### config.mk
export PLATFORM = sky130hd
export DESIGN_NAME = sci_exec
export DESIGN_NICKNAME = d
export VERILOG_FILES = /design/src/verilog/sci_pkg.sv /design/src/verilog/sci_exec.sv
export SDC_FILE = /design/constraint.sdc
export NUM_CORES = 1
export LEC_CHECK = 0
export ABC_AREA = 1
export BUFFER_PORTS_ARGS = -buffer_cell sky130_fd_sc_hd__buf_4
export CORE_UTILIZATION = 45
export DETAILED_ROUTE_END_ITERATION = 6
export PLACE_DENSITY = 0.76
export SLEW_MARGIN = 20
export SYNTH_ARGS = -nofsm -noshare
export SYNTH_HDL_FRONTEND = slang
export SYNTH_SLANG_ARGS = --single-unit
export TNS_END_PERCENT = 10
### constraint.sdc
create_clock -name clk_i -period 4.4 [get_ports clk_i]
set_input_delay 0.66 -clock clk_i [delete_from_list [all_inputs] [get_ports clk_i]]
set_output_delay 0.66 -clock clk_i [all_outputs]
set_load 0.01 [all_outputs]
### src/verilog/sci_pkg.sv
//////////////////////////////////////////////////////////////////////////////
// Purpose: constants and types shared by the system control instruction unit
// Assumes: 16-bit words, octal opcodes written here in hexadecimal
// Notes:   timing counts derive from the clock rate below
//////////////////////////////////////////////////////////////////////////////
package sci_pkg;

  // opcodes
  localparam logic [15:0] OP_HALT    = 16'h0000;  // octal 000000
  localparam logic [15:0] OP_WAIT    = 16'h0001;  // octal 000001
  localparam logic [15:0] OP_RTI     = 16'h0002;  // octal 000002
  localparam logic [15:0] OP_RESET   = 16'h0005;  // octal 000005
  localparam logic [15:0] OP_RTT     = 16'h0006;  // octal 000006
  localparam logic [10:0] OP_CC_HI   = 11'h005;   // bits 15:5 of octal 000240..000277
  localparam logic [8:0]  OP_MFP     = 9'h035;    // bits 14:6, octal 065
  localparam logic [8:0]  OP_MTP     = 9'h036;    // bits 14:6, octal 066
  localparam logic [9:0]  OP_WRITE_STATUS_BYTE    = 10'h234;   // bits 15:6, octal 1064
  localparam logic [9:0]  OP_READ_STATUS_BYTE    = 10'h237;   // bits 15:6, octal 1067

  // processor_status_word fields
  localparam int PSW_C      = 0;
  localparam int PSW_V      = 1;
  localparam int PSW_Z      = 2;
  localparam int PSW_N      = 3;
  localparam int PSW_T      = 4;
  localparam int PSW_PREV_L = 12;
  localparam int PSW_CUR_L  = 14;
  localparam int CC_SET_BIT = 4;
  localparam logic [15:0] PSW_RST = 16'h0000;
  localparam logic [15:0] SP_RST  = 16'h0000;
  localparam logic [15:0] PC_RST  = 16'h0000;
  localparam logic [15:0] STACK_STEP = 16'h0002;

  // wishbone register offsets (byte addresses)
  localparam logic [7:0] REG_STATUS  = 8'h00;
  localparam logic [7:0] REG_PSW     = 8'h04;
  localparam logic [7:0] REG_SP      = 8'h08;
  localparam logic [7:0] REG_PC      = 8'h0c;
  localparam logic [7:0] REG_HALT_PC = 8'h10;

  // status register fields
  localparam int ST_HALTED = 0;
  localparam int ST_WAIT   = 1;
  localparam int ST_INIT   = 2;
  localparam int ST_BUSY   = 3;

  // bus initialize pulse length
  localparam int INIT_TIME_MS = 100;
  localparam int CLK_MHZ      = 250;
  localparam int INIT_CYC     = INIT_TIME_MS * 1000 * CLK_MHZ;

  // memory cycles per addressing mode
  localparam logic [2:0] SRC_CYC [0:7] = '{3'h0, 3'h1, 3'h1, 3'h2, 3'h1, 3'h2, 3'h2, 3'h3};
  localparam logic [2:0] DST_CYC [0:7] = '{3'h0, 3'h2, 3'h2, 3'h3, 3'h2, 3'h3, 3'h3, 3'h4};
  localparam int MODE7_DST_CORE_NS = 4290;

  // operation kinds for the previous-space and status moves
  localparam logic [1:0] K_MFP  = 2'h0;
  localparam logic [1:0] K_MTP  = 2'h1;
  localparam logic [1:0] K_WRITE_STATUS_BYTE = 2'h2;
  localparam logic [1:0] K_READ_STATUS_BYTE = 2'h3;

  typedef enum logic [3:0] {
    S_IDLE    = 4'h0,
    S_POP_PC  = 4'h1,
    S_POP_PSW = 4'h2,
    S_RD_SRC  = 4'h3,
    S_PUSH    = 4'h4,
    S_POP_TMP = 4'h5,
    S_WR_DST  = 4'h6,
    S_HALT    = 4'h7,
    S_WAIT    = 4'h8,
    S_INIT    = 4'h9
  } sci_state_e;

endpackage : sci_pkg

### src/verilog/sci_exec.sv
//////////////////////////////////////////////////////////////////////////////
// Purpose: executes processor control instructions of a 16-bit minicomputer
// Assumes: fetch logic supplies the opcode, next pc, effective address and
//          register operand; memory port may hold off its ack for any number of cycles
// Notes:   wishbone slave exposes status, psw, sp, pc and the halt address
//////////////////////////////////////////////////////////////////////////////
//
// The Wishbone interface to the registers and the placing of the registers are this design's own decisions.
module sci_exec
  import sci_pkg::*;
#(
  parameter int unsigned INIT_CYCLES = INIT_CYC
) (
  input  wire logic        clk_i,
  input  wire logic        rst_i,
  // wishbone slave
  input  wire logic        wb_cyc_i,
  input  wire logic        wb_stb_i,
  input  wire logic        wb_we_i,
  input  wire logic [7:0]  wb_adr_i,
  input  wire logic [3:0]  wb_sel_i,
  input  wire logic [31:0] wb_dat_i,
  output logic      [31:0] wb_dat_o,
  output logic             wb_ack_o,
  // instruction issue from fetch logic
  input  wire logic        instr_valid_i,
  input  wire logic [15:0] instr_i,
  input  wire logic [15:0] next_pc_i,
  input  wire logic [15:0] opnd_addr_i,
  input  wire logic [15:0] reg_rdata_i,
  output logic             instr_ready_o,
  output logic             done_o,
  output logic             trace_trap_o,
  output logic      [2:0]  src_cycles_o,
  output logic      [2:0]  dst_cycles_o,
  // register file write for mode 0 destinations
  output logic             reg_wr_o,
  output logic      [2:0]  reg_idx_o,
  output logic      [15:0] reg_wdata_o,
  // memory / system bus master port
  output logic             mem_req_o,
  output logic             mem_we_o,
  output logic             mem_byte_o,
  output logic      [1:0]  mem_space_o,
  output logic      [15:0] mem_addr_o,
  output logic      [15:0] mem_wdata_o,
  input  wire logic [15:0] mem_rdata_i,
  input  wire logic        mem_ack_i,
  // pins: interrupt, console, bus initialize
  input  wire logic        irq_i,
  input  wire logic        console_continue_i,
  output logic             irq_ack_o,
  output logic             bus_init_o,
  output logic             halted_o,
  output logic             waiting_o,
  output logic      [15:0] halt_addr_o,
  output logic      [15:0] processor_status_word_o,
  output logic      [15:0] pc_o
);

  ////////////////////////////////////////////////////////////////////////////
  // state
  sci_state_e  state;
  logic [15:0] pc;
  logic [15:0] sp;
  logic [15:0] processor_status_word;
  logic [15:0] temp;
  logic [15:0] ea;
  logic        ea_reg;
  logic [1:0]  kind;
  logic        rtt_r;
  logic [31:0] init_cnt;
  logic        irq_s1;
  logic        irq_s2;
  logic        con_s1;
  logic        con_s2;
  logic        con_s3;

  ////////////////////////////////////////////////////////////////////////////
  // decode
  wire         irq_pend   = irq_s2;
  wire         con_rise   = con_s2 & ~con_s3;
  wire [2:0]   mode       = instr_i[5:3];
  wire         mode0      = (mode == 3'h0);
  wire         is_halt    = (instr_i == OP_HALT);
  wire         is_wait    = (instr_i == OP_WAIT);
  wire         is_rti     = (instr_i == OP_RTI);
  wire         is_rtt     = (instr_i == OP_RTT);
  wire         is_reset   = (instr_i == OP_RESET);
  wire         is_cc      = (instr_i[15:5] == OP_CC_HI);
  wire         is_mfp     = (instr_i[14:6] == OP_MFP);
  wire         is_mtp     = (instr_i[14:6] == OP_MTP);
  wire         is_write_status_byte    = (instr_i[15:6] == OP_WRITE_STATUS_BYTE);
  wire         is_read_status_byte    = (instr_i[15:6] == OP_READ_STATUS_BYTE);
  wire         boundary   = (state == S_IDLE) | (state == S_WAIT);
  // interrupts take priority over the next issue at a boundary
  wire         take_irq   = boundary & irq_pend;
  wire         issue      = instr_valid_i & instr_ready_o;
  wire [3:0]   cc_sel     = instr_i[3:0];
  // empty selections fall out as no-operations with no special case
  wire [3:0]   cc_new     = instr_i[CC_SET_BIT] ? (processor_status_word[3:0] | cc_sel)
                                                : (processor_status_word[3:0] & ~cc_sel);
  wire [15:0]  psw_byte   = {{8{processor_status_word[7]}}, processor_status_word[7:0]};
  wire         mem_ok     = mem_req_o & mem_ack_i;
  wire [15:0]  sp_dec     = sp - STACK_STEP;
  wire [15:0]  sp_inc     = sp + STACK_STEP;
  wire         kind_prev  = ((state == S_RD_SRC) & (kind == K_MFP)) |
                            ((state == S_WR_DST) & (kind == K_MTP));

  ////////////////////////////////////////////////////////////////////////////
  // memory port; halt and wait hold no request, so any transfer ends at once
  assign mem_req_o   = (state == S_POP_PC) | (state == S_POP_PSW) | (state == S_RD_SRC) |
                       (state == S_PUSH) | (state == S_POP_TMP) |
                       (state == S_WR_DST);
  assign mem_we_o    = (state == S_PUSH) | (state == S_WR_DST);
  assign mem_byte_o  = (state == S_WR_DST) & (kind == K_READ_STATUS_BYTE);
  assign mem_space_o = kind_prev ? processor_status_word[PSW_PREV_L +: 2] : processor_status_word[PSW_CUR_L +: 2];
  assign mem_addr_o  = (state == S_PUSH) ? sp_dec :
                       ((state == S_RD_SRC) | (state == S_WR_DST)) ? ea : sp;
  assign mem_wdata_o = temp;

  ////////////////////////////////////////////////////////////////////////////
  // handshake and status outputs
  assign instr_ready_o           = (state == S_IDLE) & ~irq_pend;
  assign irq_ack_o               = take_irq;
  assign halted_o                = (state == S_HALT);
  assign waiting_o               = (state == S_WAIT);
  assign bus_init_o              = (state == S_INIT);
  assign halt_addr_o             = pc;
  assign processor_status_word_o = processor_status_word;
  assign pc_o                    = pc;

  ////////////////////////////////////////////////////////////////////////////
  // pin synchronisers
  always_ff @(posedge clk_i) begin
    if (rst_i) begin
      irq_s1 <= 1'b0;
      irq_s2 <= 1'b0;
      con_s1 <= 1'b0;
      con_s2 <= 1'b0;
      con_s3 <= 1'b0;
    end else begin
      irq_s1 <= irq_i;
      irq_s2 <= irq_s1;
      con_s1 <= console_continue_i;
      con_s2 <= con_s1;
      con_s3 <= con_s2;
    end
  end

  ////////////////////////////////////////////////////////////////////////////
  // wishbone slave: one wait state, ack drops the cycle after
  wire        wb_req  = wb_cyc_i & wb_stb_i & ~wb_ack_o;
  wire        wb_wr   = wb_req & wb_we_i;
  wire        wr_psw  = wb_wr & (wb_adr_i == REG_PSW);
  wire        wr_sp   = wb_wr & (wb_adr_i == REG_SP);
  wire [15:0] lane_m  = {{8{wb_sel_i[1]}}, {8{wb_sel_i[0]}}};
  wire [15:0] status  = {12'h000, (state != S_IDLE), bus_init_o, waiting_o, halted_o};
  wire [15:0] rd_mux  = (wb_adr_i == REG_STATUS)  ? status :
                        (wb_adr_i == REG_PSW)     ? processor_status_word :
                        (wb_adr_i == REG_SP)      ? sp :
                        (wb_adr_i == REG_PC)      ? pc :
                        (wb_adr_i == REG_HALT_PC) ? pc : 16'h0000;

  always_ff @(posedge clk_i) begin
    if (rst_i) begin
      wb_ack_o <= 1'b0;
      wb_dat_o <= 32'h0000_0000;
    end else begin
      wb_ack_o <= wb_req;
      wb_dat_o <= (wb_req & ~wb_we_i) ? {16'h0000, rd_mux} : 32'h0000_0000;
    end
  end

  ////////////////////////////////////////////////////////////////////////////
  // sequencer; an instruction update of psw or sp wins over a bus write
  // in the same cycle, so software should write them while halted
  always_ff @(posedge clk_i) begin
    if (rst_i) begin
      state        <= S_IDLE;
      pc           <= PC_RST;
      sp           <= SP_RST;
      processor_status_word          <= PSW_RST;
      temp         <= 16'h0000;
      ea           <= 16'h0000;
      ea_reg       <= 1'b0;
      kind         <= K_MFP;
      rtt_r        <= 1'b0;
      init_cnt     <= 32'h0000_0000;
      done_o       <= 1'b0;
      trace_trap_o <= 1'b0;
      src_cycles_o <= 3'h0;
      dst_cycles_o <= 3'h0;
      reg_wr_o     <= 1'b0;
      reg_idx_o    <= 3'h0;
      reg_wdata_o  <= 16'h0000;
    end else begin
      done_o       <= 1'b0;
      trace_trap_o <= 1'b0;
      reg_wr_o     <= 1'b0;
      if (wr_psw) begin
        processor_status_word <= (processor_status_word & ~lane_m) | (wb_dat_i[15:0] & lane_m);
      end
      if (wr_sp) begin
        sp <= (sp & ~lane_m) | (wb_dat_i[15:0] & lane_m);
      end
      case (state)
        S_IDLE: begin
          if (issue) begin
            pc           <= next_pc_i;
            ea           <= opnd_addr_i;
            ea_reg       <= mode0;
            reg_idx_o    <= instr_i[2:0];
            rtt_r        <= is_rtt;
            src_cycles_o <= SRC_CYC[mode];
            dst_cycles_o <= DST_CYC[mode];
            if (is_halt) begin
              state <= S_HALT;
            end else if (is_wait) begin
              state <= S_WAIT;
            end else if (is_rti | is_rtt) begin
              state <= S_POP_PC;
            end else if (is_reset) begin
              init_cnt <= 32'h0000_0000;
              state    <= S_INIT;
            end else if (is_cc) begin
              processor_status_word[3:0]     <= cc_new;
              done_o       <= 1'b1;
              trace_trap_o <= processor_status_word[PSW_T];
            end else if (is_mfp) begin
              kind <= K_MFP;
              if (mode0) begin
                temp  <= reg_rdata_i;
                state <= S_PUSH;
              end else begin
                state <= S_RD_SRC;
              end
            end else if (is_mtp) begin
              kind  <= K_MTP;
              state <= S_POP_TMP;
            end else if (is_write_status_byte) begin
              // no privilege check: user mode may run status moves
              kind <= K_WRITE_STATUS_BYTE;
              if (mode0) begin
                processor_status_word[7:0]     <= reg_rdata_i[7:0];
                done_o       <= 1'b1;
                trace_trap_o <= processor_status_word[PSW_T];
              end else begin
                state <= S_RD_SRC;
              end
            end else if (is_read_status_byte) begin
              kind       <= K_READ_STATUS_BYTE;
              temp       <= psw_byte;
              processor_status_word[PSW_N] <= processor_status_word[7];
              processor_status_word[PSW_Z] <= (processor_status_word[7:0] == 8'h00);
              processor_status_word[PSW_V] <= 1'b0;
              if (mode0) begin
                reg_wr_o     <= 1'b1;
                reg_wdata_o  <= psw_byte;
                done_o       <= 1'b1;
                trace_trap_o <= processor_status_word[PSW_T];
              end else begin
                state <= S_WR_DST;
              end
            end else begin
              // anything else belongs to other units; retire it quietly
              done_o <= 1'b1;
            end
          end
        end
        S_POP_PC: begin
          if (mem_ok) begin
            pc    <= mem_rdata_i;
            sp    <= sp_inc;
            state <= S_POP_PSW;
          end
        end
        S_POP_PSW: begin
          if (mem_ok) begin
            processor_status_word          <= mem_rdata_i;
            sp           <= sp_inc;
            done_o       <= 1'b1;
            trace_trap_o <= mem_rdata_i[PSW_T] & ~rtt_r;
            state        <= S_IDLE;
          end
        end
        S_RD_SRC: begin
          if (mem_ok) begin
            if (kind == K_WRITE_STATUS_BYTE) begin
              processor_status_word[7:0]     <= mem_rdata_i[7:0];
              done_o       <= 1'b1;
              trace_trap_o <= processor_status_word[PSW_T];
              state        <= S_IDLE;
            end else begin
              temp  <= mem_rdata_i;
              state <= S_PUSH;
            end
          end
        end
        S_PUSH: begin
          if (mem_ok) begin
            sp           <= sp_dec;
            processor_status_word[PSW_N]   <= temp[15];
            processor_status_word[PSW_Z]   <= (temp == 16'h0000);
            processor_status_word[PSW_V]   <= 1'b0;
            done_o       <= 1'b1;
            trace_trap_o <= processor_status_word[PSW_T];
            state        <= S_IDLE;
          end
        end
        S_POP_TMP: begin
          if (mem_ok) begin
            temp       <= mem_rdata_i;
            sp         <= sp_inc;
            processor_status_word[PSW_N] <= mem_rdata_i[15];
            processor_status_word[PSW_Z] <= (mem_rdata_i == 16'h0000);
            processor_status_word[PSW_V] <= 1'b0;
            if (ea_reg) begin
              reg_wr_o     <= 1'b1;
              reg_wdata_o  <= mem_rdata_i;
              done_o       <= 1'b1;
              trace_trap_o <= processor_status_word[PSW_T];
              state        <= S_IDLE;
            end else begin
              state <= S_WR_DST;
            end
          end
        end
        S_WR_DST: begin
          if (mem_ok) begin
            done_o       <= 1'b1;
            trace_trap_o <= processor_status_word[PSW_T];
            state        <= S_IDLE;
          end
        end
        S_HALT: begin
          if (con_rise) begin
            state <= S_IDLE;
          end
        end
        S_WAIT: begin
          if (irq_pend) begin
            done_o <= 1'b1;
            state  <= S_IDLE;
          end
        end
        S_INIT: begin
          if (init_cnt >= INIT_CYCLES - 1) begin
            done_o <= 1'b1;
            state  <= S_IDLE;
          end else begin
            init_cnt <= init_cnt + 32'h0000_0001;
          end
        end
        default: begin
          state <= S_IDLE;
        end
      endcase
    end
  end

endmodule // sci_exec

Yosys cells after proc, flatten, opt, wreduce, memory -nomap -nowiden

Memories as Yosys holds them, arrays and structs flattened. A register that Yosys moved wholly into a read port is not among the register bits.
Index checks and enable logic that the tools add are counted.

RAM bits: 0
Memories: 2
Latch bits: 0
Bits in read-only memories: 48
Bits of input ports: 133
Register bits: 180
Output and inout port bits: 151

Memory list:

| name             | words | bits a word | rd ports | clocked after memory_dff | wr ports | RTL line        | text |
|---|---|---|---|---|---|---|---|
| (name not given) | 8     | 3           | 1        | 1                        | 0        | sci_exec.sv:216 | `dst_cycles_o <= DST_CYC[mode];` |
| (name not given) | 8     | 3           | 1        | 1                        | 0        | sci_exec.sv:215 | `src_cycles_o <= SRC_CYC[mode];` |

$lt $le $gt $ge: 1
Multipliers: 0
Reduce and logical (&&, ||, !) cells: 26
Div/mod/pow operators: 0
Equal/unequal tests: 55
$add $sub $neg: 3
Shift-type cells: 0
Bitwise gates (word level): 46
Mux-type cells: 151

Operators by type and width:

| operator                                                            | number |
|---|---|
| 2-to-1 mux 16 bit                                                   | 41 |
| 2-to-1 mux 32 bit                                                   | 6 |
| case mux 16 bit (2 select lines)                                    | 3 |
| 2-to-1 mux 4 bit                                                    | 23 |
| 2-to-1 mux 8 bit                                                    | 11 |
| case mux 32 bit (2 select lines)                                    | 1 |
| AND 16 bit                                                          | 3 |
| logical NOT 16 bit                                                  | 3 |
| case mux 16 bit (3 select lines)                                    | 1 |
| 2-to-1 mux 1 bit                                                    | 46 |
| != test 2 bit, second input constant                                | 18 |
| adder 32 x 1 -> 32 bit, second input constant                       | 1 |
| == test 16 x 3 -> 1 bit, second input constant                      | 2 |
| greater-or-equal comparator 32 x 25 -> 1 bit, second input constant | 1 |
| OR 16 bit                                                           | 2 |
| case mux 4 bit (8 select lines)                                     | 1 |
| AND reduction 14 bit                                                | 2 |
| != test 9 x 8 -> 1 bit, second input constant                       | 3 |
| 2-to-1 mux 3 bit                                                    | 7 |
| == test 10 bit, second input constant                               | 2 |
| == test 9 x 6 -> 1 bit, second input constant                       | 2 |
| adder 16 x 2 -> 16 bit, second input constant                       | 1 |
| == test 16 x 1 -> 1 bit, second input constant                      | 1 |
| == test 16 x 2 -> 1 bit, second input constant                      | 1 |
| 43 further kinds                                                    | 100 |

Longest topological paths before layout

Gate-level depths: netlist of run 1.

Depth after elaboration: 17
Depth in mapped cells: 16
Depth with buffers taken out: 16

Worst setup path before layout of run 1

No wires, ideal clock.

Path type: reg2out
Start: reg state[3]
End: out mem_addr_o[8]
Arrival time: 1.654 ns
Slack: 2.086 ns
Stages on the path, launching flop included: 9
Data required time: 3.740 ns
Cell sequence: dfxtp_1 nor2_2 inv_1 nor2_2 nor2_4 inv_1 clkbuf_1 nor2_1 o21ai_0

Longest elaborated chain between the ends: 4
Elaborated cells on any way between the ends: 6
Classes of those cells: eq/ne (3); mux (2); bitwise (1)

RTL lines:

| item                                                             | RTL line        | text |
|---|---|---|
| start, declared                                                  | sci_exec.sv:63  | `sci_state_e state;` |
| start signal, assigned                                           | sci_exec.sv:180 | `state <= S_IDLE;` |
| start signal, assigned                                           | sci_exec.sv:218 | `state <= S_HALT;` |
| start signal, assigned                                           | sci_exec.sv:220 | `state <= S_WAIT;` |
| == test 4 x 2 -> 1 bit or == test 4 x 3 -> 1 bit (tied branches) | sci_exec.sv:119 | `((state == S_RD_SRC) \| (state == S_WR_DST)) ? ea : sp;` |
| OR 1 bit                                                         | sci_exec.sv:119 |  |
| 2-to-1 mux 16 bit                                                | sci_exec.sv:119 |  |
| 2-to-1 mux 16 bit (*)                                            | sci_exec.sv:118 | `assign mem_addr_o = (state == S_PUSH) ? sp_dec :` |
| end, declared                                                    | sci_exec.sv:45  | `output logic [15:0] mem_addr_o,` |

Every way passes the cells marked *; elsewhere a longest branch is shown, timed or not.

Final worst setup path of run 1

Start: reg state[3]
End: out mem_addr_o[1]

Same word-level chain as after synthesis.

==> results by group, run 1 <==
Placement
  • Port bufs: ~250
  • Dpl cells: between 2000 and 2500
  • Routability cong.: roughly 1
  • Post-Place Setup Slack: between 1.5 and 2 ns
  • Detailed placement HPWL: between 20000 and 30000 um

Worst setup path
  • Crit-path max cell delay: 0.44 ns
  • Reg-to-Reg End: halt_addr_o[2]$_SDFFE_PP0P_
  • CP top delay family: buffers and inverters
  • CP Buf/Inv Count: 4
  • Critical Path Stages: 10
  • Setup crit start: state[3]$_SDFFE_PP0P_
  • RR Startpoint: state[0]$_SDFFE_PP0P_
  • Crit-path cells: nor2_2 > buf_4 > inv_1 > nor2_2 > nor2_4 > inv_1 > o21ai_0 > a21oi_1 > a21oi_1 > buf_4
  • Critical path required time: roughly 3.7 ns
  • Critical Path Slowest Stage Cell: dfxtp_1
  • Setup crit end: mem_addr_o[1]
  • Worst Path Class, Setup: flip-flop to primary output
  • Crit path DAT: between 2 and 3 ns
  • Crit end category: primary output
  • Critical path launch point type: flip-flop
  • Setup slack, reg-to-reg: between 1 and 1.5 ns
  • Reg2Reg Depth: 10
  • Maximum fanout along the worst path: 22

Logic synthesis
  • Sequential area share after synthesis: between 30% and 40%
  • Synth area leaders: dfxtp_1, nand2_1, o21ai_0, a21oi_1, nor2_1
  • Yosys warns: 0
  • Post-synthesis instance total: around 1600
  • Post-synthesis register bit count: approximately 170
  • Most used DFF post-synth: dfxtp_1
  • Count of distinct cell types in the synthesized netlist: 55
  • Dominant cell type by area after synthesis: dfxtp_1
  • Mean post-synth cell area: 6.46 um2
  • Asr flop ratio synth: 0%
  • Post-synthesis cell area: a little over 10000 um2
  • Post-synth EDFFs: 0
  • Yosys top cell area share: 32.7%

CTS
  • Sink Count: 169
  • Worst-case clock buffer depth: 2
  • Clock tree from TritonCTS: built
  • Clk root buf: clkbuf_16
  • CTS buffer count: 17
  • Post-CTS Setup Bufs: 0
  • H-tree Lvls: 4
  • Hold_buf cts: 0
  • Skew-Pair Late Insertion Delay: 0.45 ns
  • CTS resizes: 0
  • Clk pin slew, worst setup/hold paths: 0.07 ns

Final layout
  • Max reg flops: 32
  • Share of layout cells above drive strength 1: a little under a fifth
  • Fin nets: a little under 2000
  • Fill cells: 2287
  • Post-Layout Cell Count: ~2100
  • N_diodes: 0
  • Most common cell after layout, fill and taps aside: nand2_1
  • Commonest non-fill, non-tap cells in the layout: nand2_1, buf_4, o21ai_0
  • Area delta synth->final: 23.0%

Drt
  • Met3 wire length: roughly 3000 um
  • Final WL: about 38000 um
  • Routed Antenna Nets: 0
  • Routed metal-1 wirelength: roughly 15000 um
  • Via Count: 11700
  • Highest routed layer: met4
  • Met2 wire length: 18000 um
  • Drt wl/cell: between 15 and 20 um
  • Initial DRC Count: approximately 1100
  • TritonRoute pass-1 iters: 6
  • Via-to-Cell Ratio: about 5.6
  • # DRC: 0

Global route
  • Pin count of the biggest net entering global routing: 80
  • First-pass GRT wire length: between 50000 and 60000 um
  • Initial antenna violation count: 0
  • Grt total ovfl: 0
  • Number of global-route vias before repair: ~11000
  • Tot GR Track Use: a little under a third

Floorplan
  • Die Width: ~150 um
  • Core box area: 22600 um2
  • Die area: between 20000 and 25000 um2
  • Row count: 55
  • Ports: roughly 280
  • Starting Density: between 40% and 50%
  • Die outline height: 154 um

Timing
  • Final hold viol count: 0
  • RSZ-0062 raised after global routing: false
  • Setup WS post-layout: just over 1 ns
  • Tcrit/Tclk final: between 70% and 80%
  • Normalized max-slew margin: a little under a third
  • Fin Hold WS: 0.419 ns
  • Tmin final: ~3.4 ns
  • Final setup TNS: 0 ns
  • Worst Max-Slew Pin Slew: around 1.0 ns
  • Endpoints failing setup: 0
  • Clock skew: between 0.01 and 0.015 ns
  • Fmax: about 0.30 GHz
  • Slew Viols, Final: 0

Worst hold path
  • Min-delay worst type: input pin to flip-flop
  • WHS Path Cells: 2

Power and ir drop
  • VDD IR max: 0.242 mV
  • Power consumption: 4.94 mW
  • Pwr dens: 388 nW/um2
  • Leakage: between 5 and 6 nW

Job
  • Max cap viols: 0

Outcome
  • Status: complete, no violations
[report_power, final]
group | leakage, nW | internal [mW] | switching (mW) | total [mW]
registers | 1.37 | 1.73 | 0.251 | 1.98
logic | 3.89 | 0.568 | 0.803 | 1.37
clock network | 0.299 | 0.827 | 0.763 | 1.59
[routing by layer]
| metal | GRT usage (%) | up-vias |
|---|---|---|
| li1 | - | 5673 |
| met1 | 37.4 | 5397 |
| met2 | 54.5 | 528 |
| met3 | 5.95 | 105 |
| met4 | 14.6 | 0 |
| met5 | 0 | - |
[worst min-delay path by stage]
stage | from | endpoint | slack [ns]
2_1_floorplan | con_s1$_SDFF_PP0_ | con_s2$_SDFF_PP0_ | 0.39
3_3_place_gp | con_s1$_SDFF_PP0_ | con_s2$_SDFF_PP0_ | 0.40
3_5_place_dp | con_s1$_SDFF_PP0_ | con_s2$_SDFF_PP0_ | 0.41
4_1_cts | rst_i | wb_ack_o$_SDFF_PP0_ | 0.41
5_1_grt | rst_i | wb_ack_o$_SDFF_PP0_ | 0.42
6_report | rst_i | wb_ack_o$_SDFF_PP0_ | 0.42
[cells in the mapped netlist (2+ instances only)]
library cell,instances
nand4_1,24
a31oi_1,39
clkbuf_1,42
ha_1,6
nand2_1,302
nor4_1,13
inv_1,169
mux2i_1,2
nor2_2,7
xor2_1,21
or2_2,2
a21oi_1,158
o211ai_1,10
clkinv_1,2
nand2_2,6
buf_6,6
nand2_4,2
o21ai_0,186
buf_4,39
nor3_2,2
buf_1,5
nand3_4,2
nor2_1,174
o31ai_1,2
xnor2_1,2
buf_2,18
a22oi_1,2
dfxtp_1,169
nor2_4,9
o21a_1,2
nor3_1,20
inv_2,5
o22ai_1,18
o21ai_2,2
o21ai_1,30
nand3_1,86
[kinds of logic after synthesis]
| logic type | after synthesis | synth area share, % |
|---|---|---|
| AO/OA/AOI/OAI | 455 | 23.5 |
| XOR/XNOR | 23 | 1.95 |
| adder cells (fa/ha/maj) | 6 | 0.725 |
| buffers and inverters | 288 | 12.6 |
| flip-flops | 169 | 32.7 |
| multiplexers | 2 | 0.193 |
| other | 1 | 0.0362 |
| AND/OR/NAND/NOR | 659 | 28.4 |
[metrics by stage]
| step | area (um2) | util (%) |
|---|---|---|
| after global placement | 12100 | 53.6 |
| after global routing | 12700 | 56.4 |
| after detailed placement | 12100 | 53.6 |
| final | 12700 | 56.4 |
| after CTS | 12700 | 56.4 |
| after floorplan | 10400 | - |
[area by class of cell]
type	instances	area (um2)	share of cell area (%)
well taps	285	357	2.80
clock inverters	15	203	1.59
multi-input cells	1162	5730	45.0
clock buffers	17	425	3.34
inverters	178	672	5.28
flip-flops and latches	169	3380	26.6
repair buffers	261	1960	15.4
Note: power is estimated with default switching activity, not from simulation.
==> run 2, diff against run 1 <==
Settings changed: ABC_AREA 1 to 0, PLACE_DENSITY 0.76 to 0.8.
Clock period 4.4 ns to 2.9 ns, I/O delays scaled along.
==> run 2 against run 1 <==
Compared with the run above:
- the flow now finishes with violations (negative setup slack)
- critical path type unchanged
- worst setup slack got worse by 1.1 ns
- die area is 4.5% lower
- first-iteration DRC count down 14%
- cell area rose by 0.96%
==> results by group, run 2 <==
Drt
  • Drt wl/cell: 19.8 um (was 18.0 um)
  • Final WL: 35400 um (was 37600 um)
  • Initial DRC Count: 951 (was 1107)
  • Via-to-Cell Ratio: 6.13 (was 5.61)
  • Via Count: 10900 (was 11700)
  • TritonRoute pass-1 iters: 7 (was 6)
  • # DRC: 0 (unchanged)
  • Routed Antenna Nets: 0 (unchanged)

Worst setup path
  • Crit path DAT: 2.54 ns (was 2.71 ns)
  • Reg2Reg Depth: 6 (was 10)
  • Critical Path Slowest Stage Cell: or3b_4 (was dfxtp_1)
  • RR Startpoint: state[3]$_SDFFE_PP0P_ (was state[0]$_SDFFE_PP0P_)
  • Setup crit start: sp[2]$_SDFF_PP0_ (was state[3]$_SDFFE_PP0P_)
  • Reg-to-Reg End: mem_wdata_o[15]$_SDFFE_PP0P_ (was halt_addr_o[2]$_SDFFE_PP0P_)
  • CP top delay family: simple AND/OR/NAND/NOR gates (was buffers and inverters)
  • Crit end category: primary output (unchanged)
  • Critical Path Stages: 9 (was 10)
  • Critical path launch point type: flip-flop (unchanged)
  • Maximum fanout along the worst path: 2 (was 22)
  • Worst Path Class, Setup: flip-flop to primary output (unchanged)
  • CP most frequent cell: or3_4
  • Crit-path cells: inv_2 > ha_4 > or3b_4 > or3_4 > or3_4 > a21oi_2 > nor2_1 > nor3_2 > buf_4 (was nor2_2 > buf_4 > inv_1 > nor2_2 > nor2_4 > inv_1 > o21ai_0 > a21oi_1 > a21oi_1 > buf_4)
  • Crit-path max cell delay: 0.37 ns (was 0.44 ns)
  • Setup slack, reg-to-reg: 0.15 ns (was 1.44 ns)
  • Critical path required time: 2.47 ns (was 3.74 ns)
  • Setup crit end: mem_addr_o[9] (was mem_addr_o[1])
  • CP Buf/Inv Count: 2 (was 4)

Final layout
  • Multi-input gate area: 6000 um2 (was 5730 um2)
  • Commonest non-fill, non-tap cells in the layout: buf_4, dfxtp_1, nor2_1, nand2_1, a21oi_1 (was nand2_1, buf_4, o21ai_0)
  • Share of layout cells above drive strength 1: 26.8% (was 18.9%)
  • Area delta synth->final: 30.2% (was 23.0%)
  • N_diodes: 0 (unchanged)
  • Most common cell after layout, fill and taps aside: buf_4 (was nand2_1)
  • Fill cells: 1936 (was 2287)
  • Design Area, Final: 12800 um2 (was 12700 um2)
  • Utilization after layout: 60.4% (was 56.4%)
  • Flip-flop and latch area: 3390 um2 (was 3380 um2)
  • Fin nets: 1635 (was 1928)
  • Max reg flops: 32 (unchanged)

Logic synthesis
  • Count of distinct cell types in the synthesized netlist: 78 (was 55)
  • Post-synth top cells: dfxtp_1, nand2_1, nor2_1 (was nand2_1, o21ai_0, nor2_1)
  • Yosys top cell area share: 34.3% (was 32.7%)
  • Count leader, synth: dfxtp_1 (was nand2_1)
  • Mean post-synth cell area: 7.73 um2 (was 6.46 um2)
  • Post-synthesis cell area: 9870 um2 (was 10300 um2)
  • Synth area leaders: dfxtp_1, a21oi_1, mux2i_1, nand2_1, nor2_1 (was dfxtp_1, nand2_1, o21ai_0, a21oi_1, nor2_1)
  • Sequential area share after synthesis: 34.3% (was 32.7%)
  • Most used DFF post-synth: dfxtp_1 (unchanged)
  • Asr flop ratio synth: 0% (unchanged)
  • Post-synthesis instance total: 1277 (was 1603)
  • Yosys warns: 0 (unchanged)
  • Post-synth EDFFs: 0 (unchanged)
  • Dominant cell type by area after synthesis: dfxtp_1 (unchanged)
  • Post-synthesis register bit count: 169 (unchanged)

Floorplan
  • Core box area: 21300 um2 (was 22600 um2)
  • Die area: 22500 um2 (was 23600 um2)
  • Row count: 53 (was 55)
  • Die outline height: 150 um (was 154 um)
  • Starting Density: 46.4% (was 45.8%)
  • Die Width: 150 um (was 154 um)
  • Ports: 284 (unchanged)

Timing
  • Fmax: about 0.34 GHz
  • Tcrit/Tclk final: 102%
  • Endpoints failing setup: 2 (was 0)
  • Worst Max-Slew Pin Slew: 0.795 ns (was 1.04 ns)
  • Final hold viol count: 0 (unchanged)
  • Tmin final: 2.97 ns
  • Normalized max-slew margin: 46.8% (was 30.8%)
  • RSZ-0062 raised after global routing: true (was false)
  • Clock skew: 0.0132 ns (was 0.0128 ns)
  • Slew Viols, Final: 0 (unchanged)
  • Setup WS post-layout: -0.0710 ns (was 1.03 ns)

Placement
  • Routability cong.: 0.955 (was 0.996)
  • Detailed placement HPWL: 26200 um (was 28700 um)
  • Placed Area: 12000 um2 (was 12100 um2)
  • Port bufs: 248 (unchanged)

CTS
  • H-tree Lvls: 4 (unchanged)
  • Sink Count: 169 (unchanged)
  • Clk root buf: clkbuf_16 (unchanged)
  • Worst-case clock buffer depth: 2 (unchanged)
  • CTS buffer count: 17 (unchanged)
  • Clock tree from TritonCTS: built (unchanged)
  • Hold_buf cts: 0 (unchanged)
  • Clk pin slew, worst setup/hold paths: 0.07 ns (about the same)
  • Skew-Pair Late Insertion Delay: 0.43 ns (was 0.45 ns)

Global route
  • Number of global-route vias before repair: 9943 (was 10800)
  • Grt total ovfl: 0 (unchanged)
  • First-pass GRT wire length: 53000 um (was 58200 um)
  • Tot GR Track Use: 30.3% (was 31.4%)
  • Initial antenna violation count: 0 (unchanged)
  • Pin count of the biggest net entering global routing: 70 (was 80)

Outcome
  • Failing checks: negative setup slack
  • Status: finished, violations left (was complete, no violations)

Power and ir drop
  • Pwr dens: 662 nW/um2 (was 388 nW/um2)
  • Power consumption: 8.50 mW (was 4.94 mW)
  • Leakage: 5.30 nW (was 5.56 nW)
  • VDD IR max: 0.456 mV (was 0.242 mV)

Job
  • Max cap viols: 0 (unchanged)

Worst hold path
  • Min-delay worst type: input pin to flip-flop (unchanged)
-- run 2: cell types whose count changed after synthesis, sizes merged, moves of 23 or more --
cell / before / now
a22oi: 2 / 25
nor2: 191 / 129
nand3: 89 / 35
mux2i: 2 / 53
inv: 175 / 24
o21ai: 218 / 59
a31oi: 39 / 3
clkbuf: 42 / 81
a211oi: 1 / 53
a21oi: 160 / 127
nand2: 310 / 128
-- run 2: stage by stage --
stage | instances | worst slack (ns) | TNS, ns | hold WS, ns
CTS | 1784 | -0.0596 | -0.0596 | 0.206
finish | 1784 | -0.0710 | -0.112 | 0.219
global route | 1784 | -0.196 | -0.476 | 0.235
global placement | 1747 | 0.0663 | 0 | 0.427
detailed placement | 1747 | 0.0168 | 0 | 0.428
floorplan | 1293 | 0.111 | 0 | 0.414
-- run 2: how the worst min path moves through the flow --
| stage | from | to | cells after the start |
|---|---|---|---|
| 2_1_floorplan | con_s1$_SDFF_PP0_ | con_s2$_SDFF_PP0_ | 1 |
| 6_report | console_continue_i | con_s1$_SDFF_PP0_ | 2 |
| 3_3_place_gp | irq_s1$_SDFF_PP0_ | irq_pend$_SDFF_PP0_ | 1 |
| 3_5_place_dp | irq_s1$_SDFF_PP0_ | irq_pend$_SDFF_PP0_ | 1 |
| 5_1_grt | irq_i | irq_s1$_SDFF_PP0_ | 2 |
| 4_1_cts | console_continue_i | con_s1$_SDFF_PP0_ | 2 |
-- run 2: area by class of cell --
type | instances | share of cell area (%)
clock buffer | 17 | 3.31
inverter | 24 | 0.701
tap | 275 | 2.68
sequential | 169 | 26.4
timing repair buffer | 314 | 18.9
clock inverter | 15 | 1.36
multi-input combinational | 970 | 46.7
-- run 2: logic make-up (layout without fill, tap and decap cells) --
family          after synthesis  count (layout)  share of synthesized area (%)
flops                       169             169                           34.3
simple gates                482             482                           23.9
other cells                   1              17                         0.0380
buf+inv                     154             370                           7.34
mux                          62              62                           6.40
xor+xnor                     14              14                           1.24
fa+ha+maj                     6               6                          0.761
compound gates              389             389                           26.0
-- run 2: per-layer routing --
layer	track usage (%)	part of all wire (%)	wire length (um)
met4	11.5	3.3	1160
met2	50.0	47	16700
met1	39.4	41	14400
met3	5.45	8.9	3160
met5	0	0	0
-- run 2: where the power goes --
part           leakage [nW]  internal, mW  switching (mW)
sequential             1.37          2.53           0.247
combinational          3.64          1.50            1.91
clock                 0.294          1.24            1.08
total                  5.30          5.27            3.24
-- run 2: timing repair --
action | 4_1_cts | 5_1_grt
gates resized for setup | 30 | 9
gates cloned | 0 | 0
buffers inserted | 5 | 0
pin swaps | 10 | 5
endpoints found under the setup margin | 8 | 8
